[config.mk]
export PLATFORM = sky130hd
export DESIGN_NAME = err_relay
export DESIGN_NICKNAME = d
export VERILOG_FILES = /design/src/inc/err_pkg.sv /design/src/core/err_sync.sv /design/src/core/err_relay.sv
export VERILOG_INCLUDE_DIRS = /design/src /design/src/inc
export SDC_FILE = /design/constraint.sdc
export NUM_CORES = 1
export LEC_CHECK = 0
export BUFFER_PORTS_ARGS = -buffer_cell sky130_fd_sc_hd__buf_4
export CORE_MARGIN = 2
export CORE_UTILIZATION = 53
export CTS_BUF_LIST = sky130_fd_sc_hd__clkbuf_16
export DETAILED_ROUTE_END_ITERATION = 7
export PLACE_DENSITY = 0.77
export SKIP_CTS_REPAIR_TIMING = 1
export SYNTH_ARGS = -nofsm -noshare
export SYNTH_HDL_FRONTEND = slang
export SYNTH_HIERARCHICAL = 1
export SYNTH_SLANG_ARGS = --single-unit
[constraint.sdc]
create_clock -name sys_clk -period 2 [get_ports sys_clk]
set_clock_uncertainty 0.05 [all_clocks]
set_input_delay 0.1 -clock sys_clk [delete_from_list [all_inputs] [get_ports sys_clk]]
set_output_delay 0.1 -clock sys_clk [all_outputs]
set_load 0.005 [all_outputs]
[src/inc/err_defines.svh]
// Timing counts and encodings for the error relay status indicator
`ifndef ERR_DEFINES_SVH
`define ERR_DEFINES_SVH
`define ERR_CLK_HZ        200000000
`define ERR_STEP_S        1
`define ERR_STEP_CYC      (`ERR_CLK_HZ * `ERR_STEP_S)
`define ERR_INIT_CYC      1000
`define ERR_SEL_A_REF1    1'b0
`define ERR_SEL_A_EVT     1'b1
`define ERR_SEL_B_REF2    1'b0
`define ERR_SEL_B_PULSE   1'b1
`define ERR_SEL_C_SWITCH  2'h0
`define ERR_SEL_C_10M     2'h1
`define ERR_SEL_C_EVT     2'h2
`endif

[src/inc/err_pkg.sv]
// Types for the error relay status indicator
package err_pkg;
    typedef enum logic [2:0] {
        ERR_COL_OFF,
        ERR_COL_RED,
        ERR_COL_YELLOW,
        ERR_COL_GREEN,
        ERR_COL_BLUE
    } err_col_t;
    typedef enum {
        ERR_PH_INIT,
        ERR_PH_BOOT,
        ERR_PH_NORMAL
    } err_phase_t;
endpackage

[src/core/err_sync.sv]
// Two-stage synchroniser for a group of pin inputs
`timescale 1ns/1ps
module err_sync #(
    parameter int W = 1
) (
    input  wire logic         sys_clk,
    input  wire logic         arst_n,
    input  wire logic [W-1:0] d,
    output logic      [W-1:0] q
);
    typedef struct packed {
        logic [W-1:0] s1;
        logic [W-1:0] s2;
    } err_sync_t;
    err_sync_t st_r;
    err_sync_t st_nxt;

    always_comb begin
        st_nxt    = st_r;
        st_nxt.s1 = d;
        st_nxt.s2 = st_r.s1;
    end

    always_ff @(posedge sys_clk or negedge arst_n) begin
        if (!arst_n) begin
            st_r <= '0;
        end else begin
            st_r <= st_nxt;
        end
    end

    assign q = st_r.s2;
endmodule

[src/core/err_relay.sv]
// Contract
// - Clock synchronous: relay held normally-open
// - Monitored error: relay goes normally-closed
// - Default: A clock one, B two, C switch
// - Jumper selects each relay's alarm source
// - Boot: LEDs A, B, C cycle red yellow green off
// - Normal: LED A green, red on error
// - Normal: LED B green, red on error
// - Normal: LED C follows notification event
`timescale 1ns/1ps
`include "err_defines.svh"
module err_relay
    import err_pkg::*;
#(
    parameter int STEP_CYC = `ERR_STEP_CYC,
    parameter int INIT_CYC = `ERR_INIT_CYC
) (
    input  wire logic       sys_clk,
    input  wire logic       arst_n,
    input  wire logic       ref1_sync,
    input  wire logic       ref2_sync,
    input  wire logic       redundancy_switch_controller_ok,
    input  wire logic       pulse_per_second_ok,
    input  wire logic       ten_mhz_ok,
    input  wire logic       notify_err,
    input  wire logic       sel_a,
    input  wire logic       sel_b,
    input  wire logic [1:0] sel_c,
    output logic            relay_a_nc,
    output logic            relay_b_nc,
    output logic            relay_c_nc,
    output err_col_t        led_st,
    output err_col_t        led_a,
    output err_col_t        led_b,
    output err_col_t        led_c,
    output logic            normal_mode
);
    logic [9:0] raw;
    logic [9:0] syn;

    typedef struct packed {
        err_phase_t  phase;
        logic [31:0] cnt;
        logic [1:0]  step;
        logic        ra;
        logic        rb;
        logic        rc;
        err_col_t    st;
        err_col_t    a;
        err_col_t    b;
        err_col_t    c;
    } err_state_t;
    err_state_t st_r;
    err_state_t st_nxt;

    // Pins and jumpers come from outside the clock domain
    assign raw = {sel_c, sel_b, sel_a, notify_err, ten_mhz_ok,
                  pulse_per_second_ok, redundancy_switch_controller_ok,
                  ref2_sync, ref1_sync};

    err_sync #(
        .W (10)
    ) u_sync (
        .sys_clk (sys_clk),
        .arst_n  (arst_n),
        .d       (raw),
        .q       (syn)
    );

    function automatic err_col_t health(input logic err);
        health = err ? ERR_COL_RED : ERR_COL_GREEN;
    endfunction

    function automatic err_col_t boot_col(input logic [1:0] s);
        case (s)
            2'h0:    boot_col = ERR_COL_RED;
            2'h1:    boot_col = ERR_COL_YELLOW;
            2'h2:    boot_col = ERR_COL_GREEN;
            default: boot_col = ERR_COL_OFF;
        endcase
    endfunction

    always_comb begin
        logic e1;
        logic e2;
        logic ev;
        logic ea;
        logic eb;
        logic ec;
        e1 = !syn[0];
        e2 = !syn[1];
        ev = syn[5];
        ea = e1;
        eb = e2;
        ec = !syn[2];
        st_nxt = st_r;
        // Source mux; power-up jumpers give the redundant defaults
        ea = (syn[6] == `ERR_SEL_A_EVT) ? ev : e1;
        eb = (syn[7] == `ERR_SEL_B_PULSE) ? !syn[3] : e2;
        case (syn[9:8])
            `ERR_SEL_C_10M: ec = !syn[4];
            `ERR_SEL_C_EVT: ec = ev;
            default:        ec = !syn[2];
        endcase
        // Relays alarm from reset on; a dead module must read as error
        st_nxt.ra = ea;
        st_nxt.rb = eb;
        st_nxt.rc = ec;
        case (st_r.phase)
            ERR_PH_INIT: begin
                st_nxt.st = ERR_COL_BLUE;
                st_nxt.a  = ERR_COL_OFF;
                st_nxt.b  = ERR_COL_OFF;
                st_nxt.c  = ERR_COL_OFF;
                if (st_r.cnt >= 32'(INIT_CYC - 1)) begin
                    st_nxt.cnt   = '0;
                    st_nxt.step  = 2'h0;
                    st_nxt.phase = ERR_PH_BOOT;
                end else begin
                    st_nxt.cnt = st_r.cnt + 32'h1;
                end
            end
            ERR_PH_BOOT: begin
                st_nxt.st = ERR_COL_BLUE;
                st_nxt.a  = boot_col(st_r.step);
                st_nxt.b  = boot_col(st_r.step);
                st_nxt.c  = boot_col(st_r.step);
                if (st_r.cnt >= 32'(STEP_CYC - 1)) begin
                    st_nxt.cnt  = '0;
                    st_nxt.step = st_r.step + 2'h1;
                    if (st_r.step == 2'h3) begin
                        st_nxt.phase = ERR_PH_NORMAL;
                    end
                end else begin
                    st_nxt.cnt = st_r.cnt + 32'h1;
                end
            end
            ERR_PH_NORMAL: begin
                st_nxt.st = ERR_COL_GREEN;
                st_nxt.a  = health(e1);
                st_nxt.b  = health(e2);
                st_nxt.c  = health(ev);
            end
            default: begin
                st_nxt.phase = ERR_PH_INIT;
            end
        endcase
    end

    always_ff @(posedge sys_clk or negedge arst_n) begin
        if (!arst_n) begin
            st_r <= '{phase: ERR_PH_INIT, cnt: '0, step: 2'h0,
                      ra: 1'b1, rb: 1'b1, rc: 1'b1,
                      st: ERR_COL_BLUE, a: ERR_COL_OFF,
                      b: ERR_COL_OFF, c: ERR_COL_OFF};
        end else begin
            st_r <= st_nxt;
        end
    end

    assign relay_a_nc  = st_r.ra;
    assign relay_b_nc  = st_r.rb;
    assign relay_c_nc  = st_r.rc;
    assign led_st      = st_r.st;
    assign led_a       = st_r.a;
    assign led_b       = st_r.b;
    assign led_c       = st_r.c;
    assign normal_mode = (st_r.phase == ERR_PH_NORMAL);
endmodule

### Word level (Yosys, flattened, before mapping)

Index checks and enable logic that the tools add are counted.

| operators by class | value |
|---|---|
| add/sub/neg operators | 2 |
| $lt $le $gt $ge | 2 |
| eq/ne operators | 11 |
| multiplexer cells | 17 |
| bitwise gates (word level) | 1 |
| reduce and logical (&&, ||, !) cells | 11 |

Operators with widths:

| kind | count |
|---|---|
| $mux 32 | 5 |
| $pmux 32 s3 | 1 |
| $pmux 34 s2 | 1 |
| $pmux 12 s3 | 1 |
| $add 32x1->32 const B | 1 |
| $eq 32x1->1 const B | 1 |
| $eq 32x2->1 const B | 1 |
| $eq 32x3->1 const B | 1 |
| $ge 32x10->1 const B | 1 |
| $ge 32x28->1 const B | 1 |
| $logic_not 32->1 | 1 |
| $mux 2 | 5 |
| $eq 2x2->1 const B | 3 |
| $ne 2x2->1 const B | 3 |
| $pmux 2 s3 | 1 |
| $logic_not 1->1 | 5 |
| $eq 2x1->1 const B | 2 |
| $reduce_and 4->1 | 1 |
| $reduce_and 3->1 | 1 |
| $reduce_bool 3->1 | 1 |
| $add 2x1->2 const B | 1 |
| $logic_not 2->1 | 1 |
| $mux 1 | 2 |
| $pmux 1 s2 | 1 |
| 2 further kinds | 2 |

| storage, ports and cells | value |
|---|---|
| register bits after elaboration | 101 |
| input bits | 12 |
| output and inout port bits | 16 |
| word-level logic and storage cells | 56 |

### Longest topological paths before layout

Gate-level depths: netlist of run 1.

| logic depth | value |
|---|---|
| depth after elaboration | 4 |
| depth in mapped cells | 9 |
| depth with buffers taken out | 8 |

### Cells and area by module

Netlist of run 1, hierarchy kept.

By module, submodules not included:

| module | instances | cells each | area each (um2) | sequential area each (um2) |
|---|---|---|---|---|
| err_relay | 1 | 261 | 2537.4 | 1131.1 |
| err_sync | 1 | 20 | 500.5 | 500.5 |

### Worst setup path before layout of run 1

OpenSTA, ideal clock, no wires.

| timing path | value |
|---|---|
| kind | flip-flop to flip-flop |
| start | register st_r[50] (netlist name) |
| end | register st_r[46] (netlist name) |
| library setup time | 0.119 ns |
| arrival | 1.856 ns |
| required time | 1.831 ns |
| path slack | -0.025 ns |
| cell stages (with the launch flop) | 9 |
| buffers on the path | 1 |
| clock period less this slack | 2.025 ns |
| cells stage by stage | dfrtp_1 inv_1 ha_1 buf_2 o2111ai_1 nor4_2 nand3_1 xor2_1 nor2_2 |

| between the ends | value |
|---|---|
| word-level cells in the longest chain between the ends | 2 |
| elaborated cells between the ends (all ways) | 4 |
| those cells by class | eq/ne (1); mux (1); reduce/logical (2) |

Ends and longest elaborated chain:

| item | RTL line | RTL |
|---|---|---|
| from (decl) | err_relay.sv:53 | `err_state_t st_r;` |
| from (signal assigned) | err_relay.sv:152 | `st_r <= '{phase: ERR_PH_INIT, cnt: '0, step: 2'h0,` |
| from (signal assigned) | err_relay.sv:157 | `st_r <= st_nxt;` |
| $eq 32x1->1 or $logic_not 32->1 (tied branches) | err_relay.sv:109 | `case (st_r.phase)` |
| $pmux 34 s2 or $reduce_bool 2->1 (tied branches) | -- |  |

Parallel ways exist; a longest one is shown, timed or not.
A chain may end at the register's enable or synchronous reset.

### Worst setup path in the final report of run 1

| timing path | value |
|---|---|
| start | register st_r[30] (netlist name) |
| end | register st_r[16] (netlist name) |

| between the ends | value |
|---|---|
| word-level cells in the longest chain between the ends | 3 |
| elaborated cells between the ends (all ways) | 5 |
| those cells by class | order compare (2); eq/ne (2); reduce/logical (1) |

Ends and longest elaborated chain:

| item | RTL line |
|---|---|
| $ge 32x28->1 or $ge 32x10->1 (tied branches) | err_relay.sv:128, err_relay.sv:115 |
| $ne 2x2->1 (no source line) | -- |
| $reduce_and 3->1 (no source line) (*) | -- |

Every way passes the cells marked *; elsewhere a longest branch is shown, timed or not.

==> results of run 1 <==
[cell families after synthesis]
| logic type | synth area share |
|---|---|
| simple gates | 0.198 |
| flops | 0.537 |
| xor+xnor | 0.0836 |
| buf+inv | 0.0585 |
| compound gates | 0.0659 |
| fa+ha+maj | 0.0453 |
| mux | 0.0103 |
| other cells | 0.00123 |
[flip-flops by register name, indices dropped and copies added (netlist names)]
| signal | count |
|---|---|
| led_a | 2 |
| led_b | 1 |
| led_c | 1 |
| led_st | 2 |
| relay_a_nc | 1 |
| relay_b_nc | 1 |
| relay_c_nc | 1 |
| st_r | 36 |
| u_sync/q | 10 |
| u_sync/st_nxt | 10 |
[final timing paths]
kind	end	cells after the start	start
min in group asynchronous	u_sync/st_nxt[1]	2	arst_n
max in group asynchronous	led_a[1]	2	arst_n
max	st_r[16]	7	st_r[30]
min reg2reg	u_sync/q[9]	0	u_sync/st_nxt[9]
max reg2reg	st_r[16]	7	st_r[30]
min	u_sync/q[9]	0	u_sync/st_nxt[9]
[where the power goes]
group | total (mW) | internal [mW] | switching, mW
logic | 0.0784 | 0.0398 | 0.0386
registers | 1.36 | 1.35 | 0.00959
clock network | 1.61 | 0.988 | 0.624
total | 3.05 | 2.37 | 0.672
[worst max-delay path, stage by stage, from the launching register on]
cell and delay (ps):
sky130_fd_sc_hd__dfrtp_1 400, sky130_fd_sc_hd__nor4_4 330, sky130_fd_sc_hd__o311ai_2 160, sky130_fd_sc_hd__a31o_1 200
sky130_fd_sc_hd__a311o_2 430, sky130_fd_sc_hd__buf_4 160, sky130_fd_sc_hd__a21oi_2 190, sky130_fd_sc_hd__a21oi_4 40
[per-stage QoR]
step | cell area (sq um) | util | total power [mW]
after floorplan | 3050 | - | 1.39
after global placement | 3420 | 0.621 | 1.44
after detailed placement | 3420 | 0.621 | 1.44
after CTS | 3730 | 0.677 | 3.05
after global routing | 3910 | 0.711 | 3.15
final | 3910 | 0.711 | 3.05
[layout make-up]
| cell class | count | area [sq um] |
|---|---|---|
| clock inverters | 7 | 83.8 |
| well taps | 72 | 90.1 |
| clock buffers | 9 | 225 |
| flip-flops and latches | 65 | 1630 |
| fillers | 363 | 1590 |
| repair buffers | 68 | 554 |
| inverters | 12 | 45.0 |
| multi-input cells | 189 | 1280 |
[layout by cell type (no fill, tap or decap), types with 2 or more instances in the layout]
master                          synthesis  layout
sky130_fd_sc_hd__dfrtp_1               61      61
sky130_fd_sc_hd__buf_4                 12      55
sky130_fd_sc_hd__nor2_1                31      31
sky130_fd_sc_hd__nand2_1               26      26
sky130_fd_sc_hd__xor2_1                20      20
sky130_fd_sc_hd__inv_1                 12      12
sky130_fd_sc_hd__dlygate4sd3_1          0      11
sky130_fd_sc_hd__nand3_1               10      10
sky130_fd_sc_hd__xnor2_1                9       9
sky130_fd_sc_hd__nor2_2                 9       9
sky130_fd_sc_hd__ha_1                  11       9
sky130_fd_sc_hd__clkbuf_16              0       9
sky130_fd_sc_hd__and3_1                 8       8
sky130_fd_sc_hd__nand4_1                7       7
sky130_fd_sc_hd__o21ai_0                7       7
sky130_fd_sc_hd__a21oi_1                7       5
sky130_fd_sc_hd__nor3_1                 6       5
sky130_fd_sc_hd__and2_1                 4       4
sky130_fd_sc_hd__dfstp_2                4       4
sky130_fd_sc_hd__conb_1                 1       3
sky130_fd_sc_hd__inv_6                  0       3
sky130_fd_sc_hd__mux2i_1                2       2
sky130_fd_sc_hd__nor4_4                 1       2
sky130_fd_sc_hd__nor4_1                 2       2
sky130_fd_sc_hd__nor2b_1                2       2
sky130_fd_sc_hd__and4_1                 2       2
sky130_fd_sc_hd__a21oi_2                0       2
sky130_fd_sc_hd__nand2b_1               2       2
sky130_fd_sc_hd__ha_2                   0       2
[per-layer routing]
metal  GRT usage  share of wire  vias to the layer above
li1            -              -                     1064
met1       0.252           0.45                     1106
met2       0.308           0.49                       48
met3      0.0543          0.035                       16
met4      0.0897          0.026                        0
met5           0              0                        -
==> summary.txt, run 1 <==
====================================================================================
Status                                                                  complete, but fails checks
Failing checks                                                          setup timing
Pre-CTS setup slack                                                          -150 ps
Worst hold margin                                                             298 ps
Leading post-synthesis cells by instance count                          61 x sky130_fd_sc_hd__dfrtp_1, 31 x sky130_fd_sc_hd__nor2_1, 26 x sky130_fd_sc_hd__nand2_1
Antenna-violating nets left                                                        0
Proportion of synthesized flip-flops having asynchronous set or reset           1.00
Post-route non-filler standard cell count                                        422
Yosys reg bits                                                                    65
Via/cell ratio                                                                  5.29
Final setup vio count                                                             33
Seq/Total Area, Yosys                                                          0.537
CTS tree                                                                       built
Max_cap viols                                                                      0
Die boundary width                                                           79.7 um
Die Y                                                                        79.7 um
Sum of net half-perimeters after detailed placement                          3.70 mm
Final WL                                                                     5.81 mm
H-Tree Depth                                                                       3
Layout cell share with drive strength beyond 1                                 0.297
Relative slew slack                                                            0.482
Data arrival, critical path                                                  2240 ps
Row cnt                                                                           27
GRT overflow                                                                       0
Pin count of the biggest net entering global routing                              66
Final number of max-transition violations                                          0
Reg2reg setup slack                                                           -80 ps
CTS Root Cell                                                           sky130_fd_sc_hd__clkbuf_16
Number of buffers created by CTS                                                   9
Global placer's final weighted congestion                                      0.824
Final number of hold-violating endpoints                                           0
Combined global-route utilization of all metal layers                          0.196
Placed cells                                                                     392
Startpoint kind of the worst setup timing path                              register
Type of the worst setup path                                                 reg2reg
Count leader, synth                                                     sky130_fd_sc_hd__dfrtp_1
Synth Cell Area                                                         0.00304 sq mm
Number of buffers on the longest clock path                                        2
Sinks on the clock net                                                            65
Number of antenna violations at the first check in global routing                  0
Clock network latency to the later pin of the worst-skew pair                 330 ps
Per-cell routed wire length                                                  13.8 um
Antenna fix cells                                                                  0
Max Clk Rate                                                                 482 MHz
Leakage power                                                                1.89 nW
Initial cell density of the core                                               0.552
Top cell type's share of synthesized area                                      0.502
Fin worst setup slack                                                       -76.8 ps
DIE AREA                                                                0.00635 sq mm
Mean post-synth cell area                                                 10.8 sq um
Total of buffers placed on input and output ports                                 24
Pre-Repair DR Iteration Count                                                      4
Area growth from synthesis to final layout                                     28.8%
Clock transition at the registers of the reported paths                        60 ps
Data required time at the worst endpoint                                     2170 ps
Number of synthesized flops with an enable pin                                     0
Setup repair after global routing missed its margin                              yes
Number of instances in the synthesized netlist                                   281
Transition time of the tightest slew-check pin                                777 ps
Tmin final                                                                   2080 ps
Number of global-route vias before repair                                       2187
Final cycle utilization of the critical path                                    1.04
Path type of the worst min-delay path                                        reg2reg
Worst vdd ir                                                                0.661 mV
Power density over the cells                                             778 mW/mm^2
Yosys cell types                                                                  46
Violation count after the first detailed-routing iteration                       215
Area leader, netlist                                                    sky130_fd_sc_hd__dfrtp_1
Core Region                                                             0.00551 sq mm
Post-route DRC violation count                                                     0
Kind of end point of the critical path                                      register
# nets final                                                                     368
Post-synth top flop                                                     sky130_fd_sc_hd__dfrtp_1
First-pass GRT wire length                                                   9.47 mm
Final-layout setup total negative slack                                     -1800 ps
Via count                                                                       2234
Total I/O pin count                                                               28
Highest net fanout along the worst path                                            4
Top post-synthesis cells by area                                        sky130_fd_sc_hd__dfrtp_1 50%, sky130_fd_sc_hd__xor2_1 5.8%, sky130_fd_sc_hd__ha_1 4.5%
Yosys warns                                                                        6
====================================================================================
Note: power is estimated with default switching activity, not from simulation.
==> run 2, diff against run 1 <==
--- a/config.mk
+++ b/config.mk
@@ -12,7 +12,6 @@
 export CTS_BUF_LIST = sky130_fd_sc_hd__clkbuf_16
 export DETAILED_ROUTE_END_ITERATION = 7
 export PLACE_DENSITY = 0.77
-export SKIP_CTS_REPAIR_TIMING = 1
 export SYNTH_ARGS = -nofsm -noshare
 export SYNTH_HDL_FRONTEND = slang
 export SYNTH_HIERARCHICAL = 1
==> summary.txt, run 2 (synthesized netlist as in run 1, its figures left out) <==
=====================================================================================
Status                                                                   complete, but fails checks
Failing checks                                                           setup timing
Die boundary width                                                            79.7 um
Fin worst setup slack                                                         -125 ps
Clock transition at the registers of the reported paths                         60 ps
Antenna-violating nets left                                                         0
Final number of hold-violating endpoints                                            0
Sinks on the clock net                                                             65
First-pass GRT wire length                                                    9.77 mm
# nets final                                                                      369
Max Clk Rate                                                                  471 MHz
Number of flip-flops under the largest register name                               36
CTS Root Cell                                                            sky130_fd_sc_hd__clkbuf_16
End point of the worst hold path                                          u_sync/q[4]
Antenna fix cells                                                                   0
DIE AREA                                                                 0.00635 sq mm
Pin count of the biggest net entering global routing                               66
Cell depth of the worst hold path                                                   0
Number of antenna violations at the first check in global routing                   0
Per-cell routed wire length                                                   13.7 um
Highest net fanout along the worst path                                             7
Layout cell share with drive strength beyond 1                                  0.299
Relative slew slack                                                             0.489
Post-route non-filler standard cell count                                         423
Number of filler cells placed in the layout                                       351
Violation count after the first detailed-routing iteration                        229
Kind of end point of the critical path                                       register
Core Region                                                              0.00551 sq mm
Via/cell ratio                                                                   5.22
Commonest non-fill, non-tap cells in the layout                          61 x sky130_fd_sc_hd__dfrtp_1, 56 x sky130_fd_sc_hd__buf_4, 30 x sky130_fd_sc_hd__nor2_1
Cell-by-cell listing of the critical path                                or4_4 -> nor4_4 -> a31o_1 -> a311o_2 -> o21a_4 -> buf_4 -> nor2_1
Final cycle utilization of the critical path                                     1.06
Hold path startpoint                                                     u_sync/st_nxt[4]
Tmin final                                                                    2130 ps
Sum of net half-perimeters after detailed placement                           3.70 mm
Final setup vio count                                                              36
Setup repair after global routing missed its margin                               yes
Most frequent standard cell in the layout excluding fill and tap cells   sky130_fd_sc_hd__dfrtp_1
Core occupancy in the finished layout                                           0.712
Pre-CTS setup slack                                                           -150 ps
Power density over the cells                                              778 mW/mm^2
Row cnt                                                                            27
H-Tree Depth                                                                        3
Cell at the slowest stage of the critical path                           sky130_fd_sc_hd__or4_4
Path type of the worst min-delay path                                         reg2reg
GRT overflow                                                                        0
Number of buffers on the longest clock path                                         2
Type of the worst setup path                                                  reg2reg
Area growth from synthesis to final layout                                      29.1%
Worst path max stage delay                                                     560 ps
Pre-Repair DR Iteration Count                                                       4
Number of global-route vias before repair                                        2271
Max_cap viols                                                                       0
Startpoint kind of the worst setup timing path                               register
Transition time of the tightest slew-check pin                                 766 ps
Total of buffers placed on input and output ports                                  24
Combined global-route utilization of all metal layers                           0.203
Leakage power                                                                 1.88 nW
Reg-to-reg critical path startpoint                                          st_r[46]
Placed cells                                                                      392
Global placer's final weighted congestion                                       0.824
Initial cell density of the core                                                0.552
Critical path buffers and inverters                                                 1
Final number of max-transition violations                                           0
Total I/O pin count                                                                28
Clock network latency to the later pin of the worst-skew pair                  330 ps
Top reg by flops                                                                 st_r
Via count                                                                        2210
Die Y                                                                         79.7 um
Data arrival, critical path                                                   2300 ps
Top cell family by delay on the critical path                            simple AND/OR/NAND/NOR gates
CTS tree                                                                        built
Data required time at the worst endpoint                                      2170 ps
Reg2reg end                                                                  st_r[48]
Worst vdd ir                                                                 0.662 mV
Depth of the worst register-to-register path                                        7
Final WL                                                                      5.81 mm
Post-route DRC violation count                                                      0
Reg2reg setup slack                                                           -130 ps
Number of buffers created by CTS                                                    9
=====================================================================================
-- run 2: cell types whose count changed in the layout (fill, tap and decap cells not counted), sizes merged --
cell and change:
buf +1
-- run 2: final cells by class --
cell class | count | area (sq um) | share of cell area
sequential | 65 | 1630 | 0.416
multi-input combinational | 189 | 1280 | 0.327
timing repair buffer | 69 | 562 | 0.143
clock buffer | 9 | 225 | 0.0574
tap | 72 | 90.1 | 0.0230
clock inverter | 7 | 83.8 | 0.0214
inverter | 12 | 45.0 | 0.0115
-- run 2: worst max-delay path by stage --
stage / from / endpoint / slack (ps) / cells after the start
final: st_r[46] / st_r[48] / -130 / 7
after global placement: st_r[30] / st_r[25] / -100 / 7
after global routing: st_r[49] / st_r[30] / -200 / 8
after CTS: st_r[46] / st_r[48] / -90 / 7
after floorplan: st_r[50] / st_r[46] / -20 / 8
after detailed placement: st_r[30] / st_r[23] / -150 / 7
-- run 2: per-stage QoR --
step | hold WS [ps] | cell area (sq um) | setup TNS, ps | total power, mW
2_1_floorplan | -246 | 3050 | -43.8 | 1.39
3_3_place_gp | 159 | 3420 | -2250 | 1.44
3_5_place_dp | 160 | 3420 | -3760 | 1.44
4_1_cts | 298 | 3860 | -2350 | 3.07
5_1_grt | 303 | 3920 | -6010 | 3.16
6_report | 295 | 3920 | -3600 | 3.05
-- run 2: power breakdown --
group / switching (mW) / internal (mW)
combinational: 0.0381 / 0.0397
sequential: 0.00982 / 1.35
clock: 0.628 / 0.988
-- run 2: what timing repair did --
| item | CTS | global route |
|---|---|---|
| endpoints found under the hold margin | 71 | 0 |
| pin swaps | 6 | 5 |
| hold buffers | 11 | 0 |
| resized for setup | 4 | 8 |
| setup buffers | 1 | 3 |
| endpoints found under the setup margin | 34 | 36 |
-- run 2: layer usage --
layer | up-vias | global-route usage | wire (um) | part of all wire
li1 | 1070 | - | - | -
met1 | 1081 | 0.253 | 2540 | 0.44
met2 | 45 | 0.320 | 2890 | 0.50
met3 | 14 | 0.0588 | 239 | 0.041
met4 | 0 | 0.105 | 140 | 0.024
met5 | - | 0 | 0 | 0
==> run 3, diff against run 2 <==
--- a/config.mk
+++ b/config.mk
@@ -6,12 +6,13 @@
 export SDC_FILE = /design/constraint.sdc
 export NUM_CORES = 1
 export LEC_CHECK = 0
+export ABC_AREA = 1
 export BUFFER_PORTS_ARGS = -buffer_cell sky130_fd_sc_hd__buf_4
 export CORE_MARGIN = 2
-export CORE_UTILIZATION = 53
+export CORE_UTILIZATION = 54
 export CTS_BUF_LIST = sky130_fd_sc_hd__clkbuf_16
 export DETAILED_ROUTE_END_ITERATION = 7
-export PLACE_DENSITY = 0.77
+export PLACE_DENSITY = 0.78
 export SYNTH_ARGS = -nofsm -noshare
 export SYNTH_HDL_FRONTEND = slang
 export SYNTH_HIERARCHICAL = 1
==> summary.txt, run 3 <==
=====================================================================================
Tmin final                                                                    1870 ps
Core Region                                                              0.00628 sq mm
Sum of net half-perimeters after detailed placement                           4.54 mm
End point of the worst hold path                                          u_sync/q[1]
Total of buffers placed on input and output ports                                  24
Reg2reg setup slack                                                            130 ps
Commonest non-fill, non-tap cells in the layout                          129 x sky130_fd_sc_hd__nand2_1, 74 x sky130_fd_sc_hd__inv_1, 61 x sky130_fd_sc_hd__dfrtp_1
CTS Root Cell                                                            sky130_fd_sc_hd__clkbuf_16
Final WL                                                                      6.95 mm
Pre-Repair DR Iteration Count                                                       5
Initial cell density of the core                                                0.550
Yosys warns                                                                         6
Proportion of synthesized flip-flops having asynchronous set or reset            1.00
Pin count of the biggest net entering global routing                               66
Power density over the cells                                              733 mW/mm^2
Number of filler cells placed in the layout                                       515
Global placer's final weighted congestion                                       0.854
Placed cells                                                                      531
Critical Path Most Common Cell                                           sky130_fd_sc_hd__inv_1
Row cnt                                                                            29
Cell-by-cell listing of the critical path                                inv_1 -> ha_2 -> nor2_4 -> buf_4 -> nor3_1 -> nand2_1 -> xor2_1 -> inv_1 -> nand2_1 -> inv_1
Reg2reg end                                                                  st_r[22]
Post-route non-filler standard cell count                                         561
Cell at the slowest stage of the critical path                           sky130_fd_sc_hd__dfrtp_1
Combined global-route utilization of all metal layers                           0.208
Top cell family by delay on the critical path                            simple AND/OR/NAND/NOR gates
Count leader, synth                                                      sky130_fd_sc_hd__nand2_1
Cell depth of the worst hold path                                                   0
Final-layout setup total negative slack                                          0 ps
Final number of hold-violating endpoints                                            0
Antenna-violating nets left                                                         0
Synth Cell Area                                                          0.00345 sq mm
Type of the worst setup path                                                  reg2reg
Beginning of the critical path                                               st_r[49]
Sinks on the clock net                                                             65
Worst path max stage delay                                                     420 ps
Via/cell ratio                                                                   5.02
Layout cell share with drive strength beyond 1                                  0.134
Leading post-synthesis cells by instance count                           129 x sky130_fd_sc_hd__nand2_1, 74 x sky130_fd_sc_hd__inv_1, 61 x sky130_fd_sc_hd__dfrtp_1
Number of buffers on the longest clock path                                         2
Clock transition at the registers of the reported paths                         60 ps
Final cycle utilization of the critical path                                    0.934
Leakage power                                                                 2.17 nW
Max_cap viols                                                                       0
CTS tree                                                                        built
Total I/O pin count                                                                28
Via count                                                                        2815
Number of antenna violations at the first check in global routing                   0
Violation count after the first detailed-routing iteration                        152
Data arrival, critical path                                                   2040 ps
First-pass GRT wire length                                                    11.8 mm
Number of instances in the synthesized netlist                                    443
Area leader, netlist                                                     sky130_fd_sc_hd__dfrtp_1
Yosys reg bits                                                                     65
Post-route DRC violation count                                                      0
Top cell type's share of synthesized area                                       0.442
Per-cell routed wire length                                                   12.4 um
Top reg by flops                                                                 st_r
Status                                                                   finished, final reports clean
Final number of max-transition violations                                           0
Number of flip-flops under the largest register name                               36
Relative slew slack                                                             0.469
Power consumption                                                             3.00 mW
Worst vdd ir                                                                 0.681 mV
H-Tree Depth                                                                        3
Number of synthesized flops with an enable pin                                      0
Die Y                                                                         84.0 um
Core occupancy in the finished layout                                           0.651
Transition time of the tightest slew-check pin                                 796 ps
Sequential cell area in the final layout                                 0.00163 sq mm
Hold path startpoint                                                     u_sync/st_nxt[1]
Die boundary width                                                            84.0 um
Top post-synthesis cells by area                                         sky130_fd_sc_hd__dfrtp_1 44%, sky130_fd_sc_hd__nand2_1 14%, sky130_fd_sc_hd__inv_1 8.0%
Mean post-synth cell area                                                  7.80 sq um
Number of buffers created by CTS                                                    9
Max Clk Rate                                                                  535 MHz
Final setup vio count                                                               0
Data required time at the worst endpoint                                      2170 ps
Reg-to-reg critical path startpoint                                          st_r[49]
Path type of the worst min-delay path                                         reg2reg
Seq/Total Area, Yosys                                                           0.472
Most frequent standard cell in the layout excluding fill and tap cells   sky130_fd_sc_hd__nand2_1
Highest net fanout along the worst path                                            15
Clock network latency to the later pin of the worst-skew pair                  330 ps
Depth of the worst register-to-register path                                       10
GRT overflow                                                                        0
# nets final                                                                      502
DIE AREA                                                                 0.00705 sq mm
Post-synth top flop                                                      sky130_fd_sc_hd__dfrtp_1
Kind of end point of the critical path                                       register
Antenna fix cells                                                                   0
Number of global-route vias before repair                                        2662
Area of the multi-input gates                                            0.00144 sq mm
Startpoint kind of the worst setup timing path                               register
Yosys cell types                                                                   32
Area growth from synthesis to final layout                                      18.3%
Critical path buffers and inverters                                                 4
=====================================================================================
[run 3: changes by cell type after synthesis, sizes merged, moves of 3 or more]
cell	change
nand4	+3
xor2	-9
nor4	-5
nand3	+14
xnor2	-8
inv	+64
and3	-8
nor2	+20
nand2	+104
[run 3: cell type report]
type	instances	area share
well taps	77	0.0236
clock buffers	9	0.0551
repair buffers	40	0.0802
inverters	76	0.0698
multi-input cells	287	0.353
clock inverters	7	0.0190
flip-flops and latches	65	0.399
[run 3: worst reg2reg max path: stages (launching register included)]
cell and delay, ps:
sky130_fd_sc_hd__dfrtp_1 420, sky130_fd_sc_hd__inv_1 130, sky130_fd_sc_hd__ha_2 260, sky130_fd_sc_hd__nor2_4 50
sky130_fd_sc_hd__buf_4 190, sky130_fd_sc_hd__nor3_1 270, sky130_fd_sc_hd__nand2_1 100, sky130_fd_sc_hd__xor2_1 140
sky130_fd_sc_hd__inv_1 50, sky130_fd_sc_hd__nand2_1 60, sky130_fd_sc_hd__inv_1 40
[run 3: where the power goes]
group	total (mW)	leakage (nW)	internal, mW	switching, mW
clock network	1.56	0.146	0.973	0.588
registers	1.36	0.834	1.35	0.00888
logic	0.0786	1.19	0.0389	0.0397
[run 3: how the worst max path moves through the flow]
stage	end	slack [ps]	depth (start not counted)
detailed placement	st_r[33]	120	9
finish	st_r[22]	130	10
floorplan	st_r[25]	300	11
global route	st_r[43]	-20	12
global placement	st_r[32]	180	9
CTS	st_r[22]	80	10
[run 3: routing by layer]
layer / vias up / GRT usage / share of wire
met3: 12 / 0.0386 / 0.046
met1: 1319 / 0.261 / 0.45
met4: 0 / 0.0968 / 0.019
met5: - / 0 / 0
li1: 1409 / - / -
met2: 75 / 0.350 / 0.49
[run 3: logic make-up (layout without fill, tap and decap cells)]
family          after synthesis  count (layout)  share of synthesized area
buf+inv                      94             132                      0.121
compound gates               22              22                     0.0359
other cells                   1               3                    0.00109
simple gates                238             239                      0.300
xor+xnor                     12              12                     0.0304
fa+ha+maj                    11              11                     0.0398
flops                        65              65                      0.472
[run 3: stage by stage]
stage	worst slack (ps)	hold slack, ps	cell area, sq um
2_1_floorplan	301	-246	3460
3_3_place_gp	183	160	3630
3_5_place_dp	125	161	3630
4_1_cts	81.3	299	4040
5_1_grt	-19.9	299	4090
6_report	132	297	4090
[run 3: repair_timing]
item                                    in CTS  in global routing
endpoints found under the setup margin       0                 25
resized for setup                            0                  4
hold endpoints to repair                    71                  0
hold buffers                                11                  0
setup buffers                                0                  2
